--- config.mk ---
export PLATFORM = sky130hd
export DESIGN_NAME = cnlp_ctrl
export DESIGN_NICKNAME = d
export VERILOG_FILES = /design/src/cnlp_pkg.sv /design/src/cnlp_edge_det.sv /design/src/cnlp_bit_cnt.sv /design/src/cnlp_ctrl.sv
export SDC_FILE = /design/constraint.sdc
export NUM_CORES = 1
export LEC_CHECK = 0
export BUFFER_PORTS_ARGS = -buffer_cell sky130_fd_sc_hd__buf_4
export CORE_MARGIN = 2
export CORE_UTILIZATION = 53
export DETAILED_ROUTE_END_ITERATION = 8
export GPL_ROUTABILITY_DRIVEN = 1
export PLACE_DENSITY = 0.8
export SLEW_MARGIN = 30
export SYNTH_ARGS = -nofsm -noshare
export SYNTH_HDL_FRONTEND = slang
export SYNTH_HIERARCHICAL = 1
export SYNTH_SLANG_ARGS = --single-unit
--- constraint.sdc ---
create_clock -name ref_clk_in -period 2.3 [get_ports ref_clk_in]
set_clock_uncertainty 0.05 [all_clocks]
set_input_delay 0.23 -clock ref_clk_in [delete_from_list [all_inputs] [get_ports ref_clk_in]]
set_output_delay 0.23 -clock ref_clk_in [all_outputs]
set_load 0.02 [all_outputs]
--- src/cnlp_pkg.sv ---
// cnlp_pkg: constants, states and carrier structs for the can low-power control block
// assumes one 100 MHz clock and a plain strobe register port
package cnlp_pkg;

  // register offsets
  localparam logic [3:0] CNLP_MCR_OFS   = 4'h0;  // module_config_reg
  localparam logic [3:0] CNLP_ESR_OFS   = 4'h4;  // error and status register
  localparam logic [3:0] CNLP_IMASK_OFS = 4'h8;  // message buffer interrupt mask
  localparam logic [3:0] CNLP_IFLAG_OFS = 4'hc;  // message buffer interrupt flags

  // module_config_reg field positions
  localparam int CNLP_MCR_STOP_BIT   = 15;
  localparam int CNLP_MCR_FRZ_BIT    = 14;
  localparam int CNLP_MCR_HALT_BIT   = 12;
  localparam int CNLP_MCR_NRDY_BIT   = 11;
  localparam int CNLP_MCR_WMASK_BIT  = 10;
  localparam int CNLP_MCR_SRST_BIT   = 9;
  localparam int CNLP_MCR_HALTST_BIT = 8;
  localparam int CNLP_MCR_SACK_BIT   = 7;
  localparam int CNLP_MCR_SWAKE_BIT  = 6;
  localparam int CNLP_MCR_APS_BIT    = 5;

  // error and status register field positions
  localparam int CNLP_ESR_BOFF_BIT = 5;
  localparam int CNLP_ESR_ERR_BIT  = 1;
  localparam int CNLP_ESR_WAKE_BIT = 0;

  // reset values
  localparam logic [15:0] CNLP_MCR_RST = 16'h0000;

  // resync: consecutive recessive bits that mark bus idle
  localparam int CNLP_IDLE_BITS = 11;
  // third intermission bit position
  localparam int CNLP_INTER_BITS = 3;

  // controller low-power state
  typedef enum logic [2:0] {
    CNLP_RUN,
    CNLP_RESYNC,
    CNLP_WAIT_BUS,
    CNLP_DRAIN,
    CNLP_STOPPED,
    CNLP_WAKE_SYNC
  } cnlp_state_t;

  // core activity, all qualified by the protocol engine
  typedef struct packed {
    logic rx_busy;     // frame being received
    logic tx_busy;     // frame being sent
    logic move_busy;   // staging_buffer <-> message_buffer move
    logic tx_pending;  // any message_buffer armed for transmit
    logic bus_off;     // bus_off_state
    logic bit_tick;    // one pulse per bit time
  } cnlp_core_t;

  // register port request
  typedef struct packed {
    logic [3:0]  addr;
    logic [31:0] wdata;
    logic        wr;
    logic        rd;
  } cnlp_req_t;

endpackage : cnlp_pkg

--- src/cnlp_edge_det.sv ---
// cnlp_edge_det: recessive-to-dominant edge detector on the bus receive line
// assumes rx is already synchronous to ref_clk_in; recessive is 1
module cnlp_edge_det
  import cnlp_pkg::*;
(
  // clock and reset
  input  wire logic ref_clk_in,
  input  wire logic srst_in,
  // bus line
  input  wire logic rx_in,
  // detected edge, one-cycle pulse
  output logic      fall_out
);
  logic prev_q;
  logic prev_d;

  // previous level, reset to recessive so no false edge
  always_comb begin
    prev_d = rx_in;
  end

  always_ff @(posedge ref_clk_in) begin
    if (srst_in) begin
      prev_q <= 1'b1;
    end else begin
      prev_q <= prev_d;
    end
  end

  assign fall_out = prev_q & ~rx_in;

endmodule : cnlp_edge_det

--- src/cnlp_bit_cnt.sv ---
// cnlp_bit_cnt: counts consecutive recessive bit samples on bit ticks
// assumes bit_tick marks the sample point of each bit
module cnlp_bit_cnt
  import cnlp_pkg::*;
#(
  parameter int WIDTH = 4
) (
  // clock and reset
  input  wire logic             ref_clk_in,
  input  wire logic             srst_in,
  // control
  input  wire logic             clr_in,
  input  wire logic             hold_in,
  input  wire logic             bit_tick_in,
  input  wire logic             rx_in,
  // count of recessive bits, saturating
  output logic [WIDTH-1:0]      cnt_out
);
  logic [WIDTH-1:0] cnt_q;
  logic [WIDTH-1:0] cnt_d;

  initial begin
    if (WIDTH < 4) $error("cnlp_bit_cnt: WIDTH too small for idle count");
  end

  // dominant restarts, hold freezes, saturate at all ones
  always_comb begin
    cnt_d = cnt_q;
    if (clr_in) begin
      cnt_d = '0;
    end else if (!hold_in && bit_tick_in) begin
      if (!rx_in) begin
        cnt_d = '0;
      end else if (cnt_q != {WIDTH{1'b1}}) begin
        cnt_d = cnt_q + WIDTH'(1);
      end
    end
  end

  always_ff @(posedge ref_clk_in) begin
    if (srst_in) begin
      cnt_q <= '0;
    end else begin
      cnt_q <= cnt_d;
    end
  end

  assign cnt_out = cnt_q;

endmodule : cnlp_bit_cnt

--- src/cnlp_ctrl.sv ---
// cnlp_ctrl: stop mode, self-wake and auto power save control of a can controller
// assumes the protocol engine reports activity and bit ticks on cnlp_core_t
// Behaviour
// - stop proceeds only on idle or third intermission
// - drain internal activity, then gate clocks
// - register port keeps working while stopped
// - stopped: ignore rx, drive tx recessive
// - stop entry: lose sync, set ack, not-ready
// - stopped bus edge sets wakeup flag
// - wakeup interrupt only when mask set
// - hard or soft reset leaves stop
// - clearing request bit leaves stop
// - self-wake edge clears request, restarts clocks
// - after self-wake receive frame, no arbitration
// - bus-off recovery count pauses during stop
// - early edge may skip acknowledge entirely
// - halt: leave, resync eleven recessive bits first
// - one-quantum offset lasts until next edge
// - auto power save gates clocks while idle
// - idle: no frame, move, pending, access, halt
// - thirty-five interrupt sources, any may wake
//
// The plain strobed port and the register addresses were left to the implementer.
module cnlp_ctrl
  import cnlp_pkg::*;
#(
  parameter int MB_NUM = 32
) (
  // clock and reset
  input  wire logic              ref_clk_in,
  input  wire logic              srst_in,
  // register port
  input  wire logic [3:0]        reg_addr_in,
  input  wire logic [31:0]       reg_wdata_in,
  input  wire logic              reg_wr_in,
  input  wire logic              reg_rd_in,
  output logic [31:0]            reg_rdata_out,
  // protocol engine status
  input  wire cnlp_core_t        core_in,
  input  wire logic              err_event_in,
  input  wire logic [MB_NUM-1:0] mb_event_in,
  // can pins
  input  wire logic              can_rx_in,
  input  wire logic              core_tx_in,
  output logic                   can_tx_out,
  // to the protocol engine
  output logic                   core_rx_out,
  output logic                   clk_gate_en_out,
  output logic                   core_soft_rst_out,
  output logic                   bus_off_state_hold_out,
  output logic                   listen_sof_out,
  // interrupt request
  output logic                   irq_out
);
  initial begin
    if (MB_NUM < 1 || MB_NUM > 32) $error("cnlp_ctrl: MB_NUM must be 1..32");
  end

  cnlp_state_t       st_q, st_d;
  logic [15:0]       mcr_q, mcr_d;
  logic              wake_q, wake_d;
  logic              err_q, err_d;
  logic              swake_lat_q, swake_lat_d;
  logic              sof_q, sof_d;
  logic [MB_NUM-1:0] imask_q, imask_d;
  logic [MB_NUM-1:0] iflag_q, iflag_d;
  logic [31:0]       rdata_q, rdata_d;
  logic              gate_q, gate_d;
  logic              fall;
  logic [3:0]        rcnt;
  logic              cnt_clr;
  logic              host_acc;
  logic              mcr_wr;
  logic              srst_any;
  logic              stopped;

  assign host_acc = reg_wr_in | reg_rd_in;
  assign mcr_wr   = reg_wr_in && (reg_addr_in == CNLP_MCR_OFS);
  // soft reset bit written as one resets like a hard reset, all but the read data register
  assign srst_any = srst_in | (mcr_wr & reg_wdata_in[CNLP_MCR_SRST_BIT]);
  assign stopped  = (st_q == CNLP_STOPPED);

  // bus edge detector sees the raw pin even while stopped
  cnlp_edge_det u_edge (
    .ref_clk_in (ref_clk_in),
    .srst_in    (srst_any),
    .rx_in      (can_rx_in),
    .fall_out   (fall)
  );

  // recessive run counter for idle, intermission and resync
  cnlp_bit_cnt #(.WIDTH(4)) u_cnt (
    .ref_clk_in  (ref_clk_in),
    .srst_in     (srst_any),
    .clr_in      (cnt_clr),
    .hold_in     (1'b0),
    .bit_tick_in (core_in.bit_tick),
    .rx_in       (can_rx_in),
    .cnt_out     (rcnt)
  );

  // low-power state machine and module_config_reg
  always_comb begin
    st_d        = st_q;
    mcr_d       = mcr_q;
    swake_lat_d = swake_lat_q;
    sof_d       = 1'b0;
    cnt_clr     = 1'b0;
    if (mcr_wr) begin
      // writable: stop, freeze, halt, wake mask, self-wake, auto power save
      mcr_d[CNLP_MCR_STOP_BIT]  = reg_wdata_in[CNLP_MCR_STOP_BIT];
      mcr_d[CNLP_MCR_FRZ_BIT]   = reg_wdata_in[CNLP_MCR_FRZ_BIT];
      mcr_d[CNLP_MCR_HALT_BIT]  = reg_wdata_in[CNLP_MCR_HALT_BIT];
      mcr_d[CNLP_MCR_WMASK_BIT] = reg_wdata_in[CNLP_MCR_WMASK_BIT];
      mcr_d[CNLP_MCR_SWAKE_BIT] = reg_wdata_in[CNLP_MCR_SWAKE_BIT];
      mcr_d[CNLP_MCR_APS_BIT]   = reg_wdata_in[CNLP_MCR_APS_BIT];
    end
    // halt state follows freeze and halt request in every state, stop included
    mcr_d[CNLP_MCR_HALTST_BIT] = mcr_d[CNLP_MCR_FRZ_BIT] & mcr_d[CNLP_MCR_HALT_BIT];
    unique case (st_q)
      CNLP_RUN: begin
        if (mcr_q[CNLP_MCR_STOP_BIT]) begin
          if (mcr_q[CNLP_MCR_HALTST_BIT]) begin
            // halt is dropped and the bus must be seen idle again
            mcr_d[CNLP_MCR_HALT_BIT]   = 1'b0;
            mcr_d[CNLP_MCR_HALTST_BIT] = 1'b0;
            cnt_clr = 1'b1;
            st_d    = CNLP_RESYNC;
          end else begin
            st_d = CNLP_WAIT_BUS;
          end
        end
      end
      CNLP_RESYNC: begin
        if (rcnt >= 4'(CNLP_IDLE_BITS)) begin
          st_d = CNLP_WAIT_BUS;
        end
      end
      CNLP_WAIT_BUS: begin
        // idle bus, or third intermission bit recessive after a frame
        if (!core_in.rx_busy && !core_in.tx_busy
            && rcnt >= 4'(CNLP_INTER_BITS)) begin
          st_d = CNLP_DRAIN;
        end
      end
      CNLP_DRAIN: begin
        if (!core_in.move_busy && !core_in.rx_busy && !core_in.tx_busy) begin
          st_d = CNLP_STOPPED;
          mcr_d[CNLP_MCR_SACK_BIT] = 1'b1;
          mcr_d[CNLP_MCR_NRDY_BIT] = 1'b1;
          swake_lat_d = mcr_q[CNLP_MCR_SWAKE_BIT];
        end
      end
      CNLP_STOPPED: begin
        if (fall && swake_lat_q) begin
          // self-wake: clear request, take the edge as start of frame
          mcr_d[CNLP_MCR_STOP_BIT] = 1'b0;
          sof_d = 1'b1;
        end
        if (!mcr_d[CNLP_MCR_STOP_BIT]) begin
          mcr_d[CNLP_MCR_SACK_BIT] = 1'b0;
          cnt_clr = ~sof_d;
          st_d    = CNLP_WAKE_SYNC;
        end
      end
      CNLP_WAKE_SYNC: begin
        // ready once resynchronised: idle bus or frame start seen
        if (rcnt >= 4'(CNLP_IDLE_BITS) || sof_q || core_in.rx_busy) begin
          mcr_d[CNLP_MCR_NRDY_BIT] = 1'b0;
          st_d = CNLP_RUN;
        end
      end
      default: st_d = CNLP_RUN;
    endcase
    // an edge right after request with self-wake abandons entry, no ack
    if ((st_q == CNLP_WAIT_BUS || st_q == CNLP_DRAIN) && fall
        && mcr_q[CNLP_MCR_SWAKE_BIT]) begin
      mcr_d[CNLP_MCR_STOP_BIT] = 1'b0;
      sof_d = 1'b1;
      st_d  = CNLP_RUN;
    end
    // clearing the request before entry completes just abandons it
    if ((st_q == CNLP_WAIT_BUS || st_q == CNLP_DRAIN || st_q == CNLP_RESYNC)
        && !mcr_d[CNLP_MCR_STOP_BIT]) begin
      st_d = CNLP_RUN;
      // an entry cut short on the drain edge must not leave ack or not-ready stuck
      mcr_d[CNLP_MCR_SACK_BIT] = 1'b0;
      mcr_d[CNLP_MCR_NRDY_BIT] = 1'b0;
    end
  end

  // status flags: hardware set wins over software clear
  always_comb begin
    wake_d  = wake_q;
    err_d   = err_q;
    iflag_d = iflag_q;
    imask_d = imask_q;
    if (reg_wr_in && reg_addr_in == CNLP_ESR_OFS) begin
      // write one to clear
      if (reg_wdata_in[CNLP_ESR_WAKE_BIT]) wake_d = 1'b0;
      if (reg_wdata_in[CNLP_ESR_ERR_BIT])  err_d  = 1'b0;
    end
    if (reg_wr_in && reg_addr_in == CNLP_IFLAG_OFS) begin
      iflag_d = iflag_q & ~reg_wdata_in[MB_NUM-1:0];
    end
    if (reg_wr_in && reg_addr_in == CNLP_IMASK_OFS) begin
      imask_d = reg_wdata_in[MB_NUM-1:0];
    end
    if (stopped && fall) wake_d = 1'b1;
    if (err_event_in)    err_d  = 1'b1;
    iflag_d = iflag_d | mb_event_in;
  end

  // auto power save: gate while every idle condition holds
  always_comb begin
    gate_d = 1'b0;
    if (mcr_q[CNLP_MCR_APS_BIT] && st_q == CNLP_RUN
        && !core_in.rx_busy && !core_in.tx_busy
        && !core_in.move_busy && !core_in.tx_pending
        && !host_acc
        && !mcr_q[CNLP_MCR_HALTST_BIT] && !mcr_q[CNLP_MCR_STOP_BIT]
        && !core_in.bus_off) begin
      gate_d = 1'b1;
    end
  end

  // read data, one cycle after the strobe; port stays alive when stopped
  always_comb begin
    rdata_d = 32'h0000_0000;
    if (reg_rd_in) begin
      unique case (reg_addr_in)
        CNLP_MCR_OFS:   rdata_d = {16'h0000, mcr_q};
        CNLP_ESR_OFS: begin
          rdata_d[CNLP_ESR_BOFF_BIT] = core_in.bus_off;
          rdata_d[CNLP_ESR_ERR_BIT]  = err_q;
          rdata_d[CNLP_ESR_WAKE_BIT] = wake_q;
        end
        CNLP_IMASK_OFS: rdata_d[MB_NUM-1:0] = imask_q;
        CNLP_IFLAG_OFS: rdata_d[MB_NUM-1:0] = iflag_q;
        default:        rdata_d = 32'h0000_0000;
      endcase
    end
  end

  always_ff @(posedge ref_clk_in) begin
    if (srst_any) begin
      st_q        <= CNLP_RUN;
      mcr_q       <= CNLP_MCR_RST;
      wake_q      <= 1'b0;
      err_q       <= 1'b0;
      swake_lat_q <= 1'b0;
      sof_q       <= 1'b0;
      imask_q     <= '0;
      iflag_q     <= '0;
      gate_q      <= 1'b0;
    end else begin
      st_q        <= st_d;
      mcr_q       <= mcr_d;
      wake_q      <= wake_d;
      err_q       <= err_d;
      swake_lat_q <= swake_lat_d;
      sof_q       <= sof_d;
      imask_q     <= imask_d;
      iflag_q     <= iflag_d;
      gate_q      <= gate_d;
    end
  end

  // read data register resets only on hard reset so a soft reset read completes
  always_ff @(posedge ref_clk_in) begin
    if (srst_in) begin
      rdata_q <= 32'h0000_0000;
    end else begin
      rdata_q <= rdata_d;
    end
  end

  assign reg_rdata_out     = rdata_q;
  // stopped: tx recessive, rx forced recessive so the engine sees nothing
  assign can_tx_out        = stopped ? 1'b1 : core_tx_in;
  assign core_rx_out       = stopped ? 1'b1 : can_rx_in;
  // clock gate covers the engine only, not this register logic
  assign clk_gate_en_out   = ~(stopped | gate_q);
  assign core_soft_rst_out = srst_any;
  // bus-off recovery count frozen during stop, resumes after
  assign bus_off_state_hold_out   = (st_q == CNLP_DRAIN) | stopped;
  // edge offset of a quantum is corrected by the next edge's resync
  assign listen_sof_out    = sof_q;
  // thirty-five sources: message buffers, bus-off, error, wake
  assign irq_out = (|(iflag_q & imask_q)) | err_q | core_in.bus_off
                   | (wake_q & mcr_q[CNLP_MCR_WMASK_BIT]);

  a_ack_on_stop: assert property (@(posedge ref_clk_in) disable iff (srst_any)
    $rose(stopped) |-> mcr_q[CNLP_MCR_SACK_BIT] && mcr_q[CNLP_MCR_NRDY_BIT])
    else $error("ack or not-ready missing on stop entry");
  a_tx_recessive: assert property (@(posedge ref_clk_in) disable iff (srst_any)
    stopped |-> can_tx_out && !clk_gate_en_out)
    else $error("tx not recessive or clocks running while stopped");
  a_rx_ignored: assert property (@(posedge ref_clk_in) disable iff (srst_any)
    stopped |-> core_rx_out)
    else $error("receive line not masked while stopped");
  a_wake_flag_set: assert property (@(posedge ref_clk_in) disable iff (srst_any)
    stopped && fall |=> wake_q)
    else $error("wakeup flag not set by bus edge");
  a_wake_sticky: assert property (@(posedge ref_clk_in) disable iff (srst_any)
    wake_q && !(reg_wr_in && reg_addr_in == CNLP_ESR_OFS) |=> wake_q)
    else $error("wakeup flag lost without a clear");
  a_wake_irq_mask: assert property (@(posedge ref_clk_in) disable iff (srst_any)
    wake_q && !mcr_q[CNLP_MCR_WMASK_BIT] && !err_q && !core_in.bus_off
    && !(|(iflag_q & imask_q)) |-> !irq_out)
    else $error("wake interrupt raised while masked");
  a_soft_rst_exit: assert property (@(posedge ref_clk_in) disable iff (srst_in)
    mcr_wr && reg_wdata_in[CNLP_MCR_SRST_BIT] |=> st_q == CNLP_RUN && mcr_q == CNLP_MCR_RST)
    else $error("soft reset did not leave stop");
  a_self_wake_exit: assert property (@(posedge ref_clk_in) disable iff (srst_any)
    stopped && swake_lat_q && fall && !mcr_wr
    |=> !mcr_q[CNLP_MCR_STOP_BIT] && !mcr_q[CNLP_MCR_SACK_BIT] && sof_q)
    else $error("self-wake did not clear request");
  a_clear_exit: assert property (@(posedge ref_clk_in) disable iff (srst_any)
    stopped && mcr_wr && !reg_wdata_in[CNLP_MCR_STOP_BIT] |=> !stopped ##1 clk_gate_en_out)
    else $error("clearing request did not leave stop");
  a_abort_no_ack: assert property (@(posedge ref_clk_in) disable iff (srst_any)
    (st_q == CNLP_WAIT_BUS || st_q == CNLP_DRAIN) && !mcr_d[CNLP_MCR_STOP_BIT]
    |=> st_q == CNLP_RUN && !mcr_q[CNLP_MCR_SACK_BIT] && !mcr_q[CNLP_MCR_NRDY_BIT])
    else $error("abandoned entry left ack or not-ready set");
  a_ready_again: assert property (@(posedge ref_clk_in) disable iff (srst_any)
    st_q == CNLP_WAKE_SYNC && (sof_q || core_in.rx_busy) |=> !mcr_q[CNLP_MCR_NRDY_BIT])
    else $error("not-ready still set after resync");
  a_entry_quiet: assert property (@(posedge ref_clk_in) disable iff (srst_any)
    st_q == CNLP_DRAIN && st_d == CNLP_STOPPED |-> !core_in.move_busy && !core_in.tx_busy)
    else $error("stop entered with activity");
  a_resync_first: assert property (@(posedge ref_clk_in) disable iff (srst_any)
    st_q == CNLP_RESYNC && st_d == CNLP_WAIT_BUS |-> rcnt >= 4'd11)
    else $error("left resync before eleven recessive bits");
  a_aps_idle: assert property (@(posedge ref_clk_in) disable iff (srst_any)
    gate_q |-> !$past(core_in.tx_pending) && !$past(host_acc))
    else $error("auto power save gated while busy");
  a_gate_restart: assert property (@(posedge ref_clk_in) disable iff (srst_any)
    gate_q && (core_in.rx_busy || core_in.tx_busy || core_in.tx_pending || host_acc)
    |=> clk_gate_en_out)
    else $error("clocks not restarted on activity");

endmodule : cnlp_ctrl

==> results of run 1 <==
## logic make-up (layout without fill, tap and decap cells)
family                     Yosys count  in the layout  share of synthesized area, %
and+or+nand+nor                    255            255                          23.6
DFF                                118            118                          50.0
muxes                               16             16                          3.70
adders and majority gates            1              1                         0.265
buffers and inverters               40            260                          3.63
AOI/OAI and AO/OA                  144            144                          18.7
other                                1              3                        0.0793
## flip-flops by register name (all words and copies together) (netlist names)
signal,cells
err_q,1
swake_lat_q,1
iflag_q,32
wake_q,1
st_q,3
mcr_q,9
reg_rdata_out,32
listen_sof_out,1
imask_q,32
gate_q,1
u_edge/prev_q,1
u_cnt/cnt_out,4
## layer usage
| metal | part of all wire, % | global-route usage, % | vias up | wire [µm] |
|---|---|---|---|---|
| met3 | 8.4 | 8.16 | 81 | 1500 |
| li1 | - | - | 2410 | - |
| met1 | 38 | 44.9 | 2435 | 6820 |
| met4 | 4.8 | 20.4 | 0 | 862 |
| met5 | 0 | 0 | - | 0 |
| met2 | 48 | 61.9 | 339 | 8630 |
## where the power goes
part	total, mW	internal, mW	switching [mW]
registers	2.24	2.12	0.120
logic	0.838	0.428	0.410
clock network	2.56	1.57	0.994
total	5.64	4.12	1.52
## per-stage QoR
stage / setup TNS (ps) / total power [mW] / utilization [%]
after global routing: -38.4 / 5.80 / 83.0
final: 0 / 5.64 / 83.0
after global placement: 0 / 2.94 / 65.9
after CTS: 0 / 5.56 / 82.9
after floorplan: 0 / 2.66 / -
after detailed placement: 0 / 2.95 / 65.9
## cell usage after synthesis (all sizes together) (2+ instances only)
cell type  count  area [µm²]
buf           18        88.8
nor2          90         338
nor3b          3        22.5
dfxtp        118        2360
clkbuf        17        63.8
and3           3        18.8
o21a           2        15.0
or4            3        22.5
o21ai          6        41.3
or2            6        37.5
nor4           5        31.3
and2           3        18.8
a211oi         4        30.0
nand2        109         409
a22oi         34         255
o31ai          3        22.5
nor3           5        25.0
nand3          8        40.0
o22ai          2        12.5
inv            5        18.8
nor2b          5        31.3
a21oi         82         414
a22o           3        26.3
mux2i         13         130
nand4          8        50.1
mux2           2        22.5
a221oi         3        26.3
## how the worst min path moves through the flow
stage | slack, ps | start | to
2_1_floorplan | 260 | srst_in | mcr_q[8]
3_3_place_gp | 380 | mb_event_in[11] | iflag_q[11]
3_5_place_dp | 390 | mb_event_in[11] | iflag_q[11]
4_1_cts | 10 | reg_rd_in | gate_q
5_1_grt | 30 | reg_rd_in | gate_q
6_report | 20 | reg_rd_in | gate_q
## worst reg2reg max path, delay by kind of cell (launching register included)
kind	cells	cell delay, ps
AOI/OAI and AO/OA	4	620
DFF	1	580
and+or+nand+nor	1	520
## layout make-up
class,count,area share (%)
antenna,1,0.0347
clock buffer,20,6.04
clock inverter,12,1.77
inverter,5,0.261
multi-input combinational,418,30.8
sequential,118,32.8
tap,108,1.88
timing repair buffer,223,26.3
## what timing repair did
item,4_1_cts,5_1_grt
gates resized for setup,3,3
setup buffers,0,0
hold buffers,89,0
endpoints found under the setup margin,1,1
pin swaps,1,2
hold endpoints to repair,74,0
==> results_dict.tcl, run 1 <==
set metrics [dict create \
    status "complete, no violations" \
    rows 34 \
    synthDistinctLibCells 49 \
    grt_pass1_vias 5311 \
    ys.flop_type "dfxtp_1" \
    fin_crit_sh_pct 98.4 \
    dpl_cell_area_um2 5720 \
    fmax_ghz 0.442 \
    vias 5265 \
    fp.dieArea_um2 9690 \
    layout_common_cells "buf_4 (134), dfxtp_1 (116), nand2_1 (109)" \
    worstPathArrival_ps 1980 \
    setup_ws_ps 35.7 \
    fin_nets 865 \
    hold_depth 4 \
    synthArstFlopShare_pct 0 \
    worstSetupPathType "reg2out" \
    wl_um 17800 \
    drcViolationCount 0 \
    worstSetupEndpoint "irq_out" \
    grt_remaining_overflow 0 \
    synth_edf_count 0 \
    clkLatencyLatePin_ps 530 \
    cp.required_ps 2020 \
    start_util_pct 54.5 \
    finalCriticalPeriod_ps 2260 \
    max_cap_violations 0 \
    grt_antenna_before_repair 1 \
    hold_ws_ps 23.3 \
    rsz0062_at_grt "yes" \
    fp.dieH_um 98.5 \
    path_delay_family "compound AO/OA/AOI/OAI gates" \
    final_area_um2 7200 \
    fillers 504 \
    grt_pass1_wl_um 27700 \
    ir_drop_uv 546 \
    hpwl_um 10300 \
    path_buf_inv 1 \
    place_ws_ps 391 \
    clockBufferDepth 2 \
    detail_route.first_pass.iterations 6 \
    worstSetupStartpointType "flop" \
    drt_iter0_markers 428 \
    ys_warn_count 6 \
    hold_violations 0 \
    grt_max_degree 32 \
    via_per_inst 5.82 \
    cts_tree "yes" \
    leakagePower_nw 2.92 \
    final_common_cell "buf_4" \
    cts_root_buf "clkbuf_8" \
    final_cells 905 \
    htree_levels 4 \
    cp-end-kind "primary output" \
    numCtsBuffers 17 \
    cts_sinks 118 \
    powerDensity_nw_per_um2 783 \
    critPathSlowestCell "dfxtp_2" \
    timing.rr.end "st_q[0]" \
    synth_area_per_cell_um2 8.22 \
    path_depth 6 \
    hp-class "in2reg" \
    syn_inst 575 \
    worstMarginPinSlew_ps 761 \
    syn-cell-area_um2 4730 \
    dp_cells 783 \
    setup_violations 0 \
    io_buffers 119 \
    gp_congestion 0.965 \
    crit_path_max_incr_delay_ps 350 \
    grt_usage_pct 37.2 \
    ys_seq_elements 118 \
    path_max_fanout 3 \
    timing.rr.start "st_q[2]" \
    multi_input_area_um2 2220 \
    maxSlewHeadroom_pct 49.3 \
    drive_above_1_share_pct 23.4 \
    slew_violations 0 \
    clk_pin_slew_ps 60 \
    crit_start "mcr_q[10]" \
    cp_cell_sequence "a22o_1 -> a221oi_2 -> nand3_1 -> nor3_2 -> nand4_1 -> buf_4" \
    routedWlPerCell_um 19.7 \
    layout-area-overhead-vs-synth_pct 52.3 \
    drtAntennaViolNets 0 \
    ff2ff_setup_slack_ps 470 \
    boundaryPins 120 \
    ys_seq_area_share_pct 50.0 \
    die_w_um 98.5 \
    coreArea_um2 8680 \
    seq_area_um2 2360 \
    worstRegToRegCells 5 \
]
No activity file was read; power rests on OpenSTA's default activity.
==> run 2, diff against run 1 <==
--- a/config.mk
+++ b/config.mk
@@ -7,10 +7,10 @@
 export LEC_CHECK = 0
 export BUFFER_PORTS_ARGS = -buffer_cell sky130_fd_sc_hd__buf_4
 export CORE_MARGIN = 2
-export CORE_UTILIZATION = 53
+export CORE_UTILIZATION = 38
 export DETAILED_ROUTE_END_ITERATION = 8
 export GPL_ROUTABILITY_DRIVEN = 1
-export PLACE_DENSITY = 0.8
+export SETUP_SLACK_MARGIN = 0.4
 export SLEW_MARGIN = 30
 export SYNTH_ARGS = -nofsm -noshare
 export SYNTH_HDL_FRONTEND = slang
==> run 2 against run 1 <==
Clock power down 2%; maximum frequency up 11%; global-route usage down 15 points; final cell count up 0.11%; first-iteration DRC count down 25%; hold slack worse by 12 ps; clock-buffer cell count down 1; setup slack better by 220 ps; critical path type unchanged; combinational power down 12%; critical path depth unchanged.
==> results_dict.tcl, run 2 (same netlist as run 1, synthesis figures left out) <==
set metrics [dict create \
    p_total_mw 5.48 \
    timing.rr.start "u_cnt/cnt_out[0]" \
    via_per_inst 5.10 \
    rows 40 \
    boundaryPins 120 \
    grt_antenna_before_repair 0 \
    grt_remaining_overflow 0 \
    hold_path_end "iflag_q[16]" \
    grt_usage_pct 22.3 \
    fp.dieArea_um2 13400 \
    dp_cells 839 \
    powerDensity_nw_per_um2 815 \
    drtAntennaViolNets 0 \
    final_cells 906 \
    cp-end-kind "primary output" \
    rsz0062_at_grt "yes" \
    gp_congestion 0.856 \
    slew_violations 0 \
    drive_above_1_share_pct 25.6 \
    htree_levels 4 \
    numCtsBuffers 17 \
    routedWlPerCell_um 16.1 \
    clkLatencyLatePin_ps 400 \
    max_cap_violations 0 \
    fp.dieH_um 116 \
    clockBufferDepth 2 \
    worstMarginPinSlew_ps 775 \
    setup_violations 0 \
    detail_route.first_pass.iterations 7 \
    leakagePower_nw 2.67 \
    cp.required_ps 2020 \
    grt_pass1_vias 4453 \
    grt_pass1_wl_um 22900 \
    worstPathArrival_ps 1760 \
    timing.rr.end "st_q[0]" \
    diodes 0 \
    ir_drop_uv 560 \
    hp-class "in2reg" \
    grt_max_degree 75 \
    fin_crit_sh_pct 88.8 \
    drt_iter0_markers 323 \
    layout_common_cells "buf_4 (131), dfxtp_1 (113), nand2_1 (109)" \
    maxSlewHeadroom_pct 48.3 \
    seq_area_um2 2370 \
    io_buffers 119 \
    cts_root_buf "clkbuf_16" \
    worstSetupPathType "reg2out" \
    final_common_cell "buf_4" \
    worstSetupStartpointType "flop" \
    drcViolationCount 0 \
    status "complete, no violations" \
    hp-start "mb_event_in[16]" \
    coreArea_um2 12100 \
    hold_depth 3 \
    multi_input_area_um2 2230 \
    hold_violations 0 \
    cts_tree "yes" \
    wl_um 14600 \
    setup_tns_ps 0 \
    fin_nets 807 \
    fmax_ghz 0.489 \
    vias 4621 \
    ff2ff_setup_slack_ps 600 \
    path_max_fanout 2 \
    layout-area-overhead-vs-synth_pct 42.2 \
    die_w_um 116 \
    hpwl_um 10100 \
    fillers 1125 \
    finalCriticalPeriod_ps 2040 \
    worstRegToRegCells 5 \
    cts_sinks 118 \
    start_util_pct 39.2 \
    clk_pin_slew_ps 60 \
]
==> run 2: where the power goes <==
part | switching [mW] | internal (mW)
clock | 0.977 | 1.53
combinational | 0.374 | 0.361
sequential | 0.111 | 2.13
total | 1.46 | 4.02
==> run 2: layout make-up <==
type,instances,share of cell area [%]
Inverter,5,0.279
Multi-Input combinational cell,418,33.1
Clock buffer,19,6.59
Timing Repair Buffer,165,19.8
Sequential cell,118,35.2
Clock inverter,13,1.84
Tap cell,168,3.13
==> run 2: worst max path at each step <==
stage                              start          endpoint
after floorplan           reg_addr_in[2]  u_cnt/cnt_out[2]
after global placement        iflag_q[8]           irq_out
after detailed placement  reg_addr_in[1]  u_cnt/cnt_out[2]
after CTS                         wake_q           irq_out
after global routing          iflag_q[5]           irq_out
final                             wake_q           irq_out
==> run 2: layer usage <==
layer / vias to the layer above / track usage, % / wire (µm)
met5: - / 0 / 0
met4: 0 / 9.08 / 340
met3: 26 / 5.13 / 837
met2: 160 / 34.2 / 6640
met1: 2141 / 30.5 / 6760
li1: 2294 / - / -
==> run 2: repair_timing <==
| action | 4_1_cts | 5_1_grt |
|---|---|---|
| hold endpoints to repair | 34 | 0 |
| gates resized for setup | 9 | 1 |
| setup buffers | 2 | 0 |
| hold buffers | 33 | 0 |
| pin swaps | 5 | 1 |
| setup endpoints to repair | 4 | 4 |
==> run 2: critical path: stages, from the launching register on <==
cell	delay, ps
dfxtp_2	310
a22o_1	230
a221oi_2	200
nand3_1	130
nor3_2	180
nand4_1	110
buf_4	180
==> run 2: stage by stage <==
stage          instance area [µm²]  hold WS (ps)  utilization (%)  setup WS, ps
6_report                      6730          11.1             55.8           257
5_1_grt                       6730          27.3             55.8           137
4_1_cts                       6720          3.28             55.7           214
3_5_place_dp                  5780           389             47.9           462
3_3_place_gp                  5780           385             47.9           463
2_1_floorplan                 4730           259                -           414
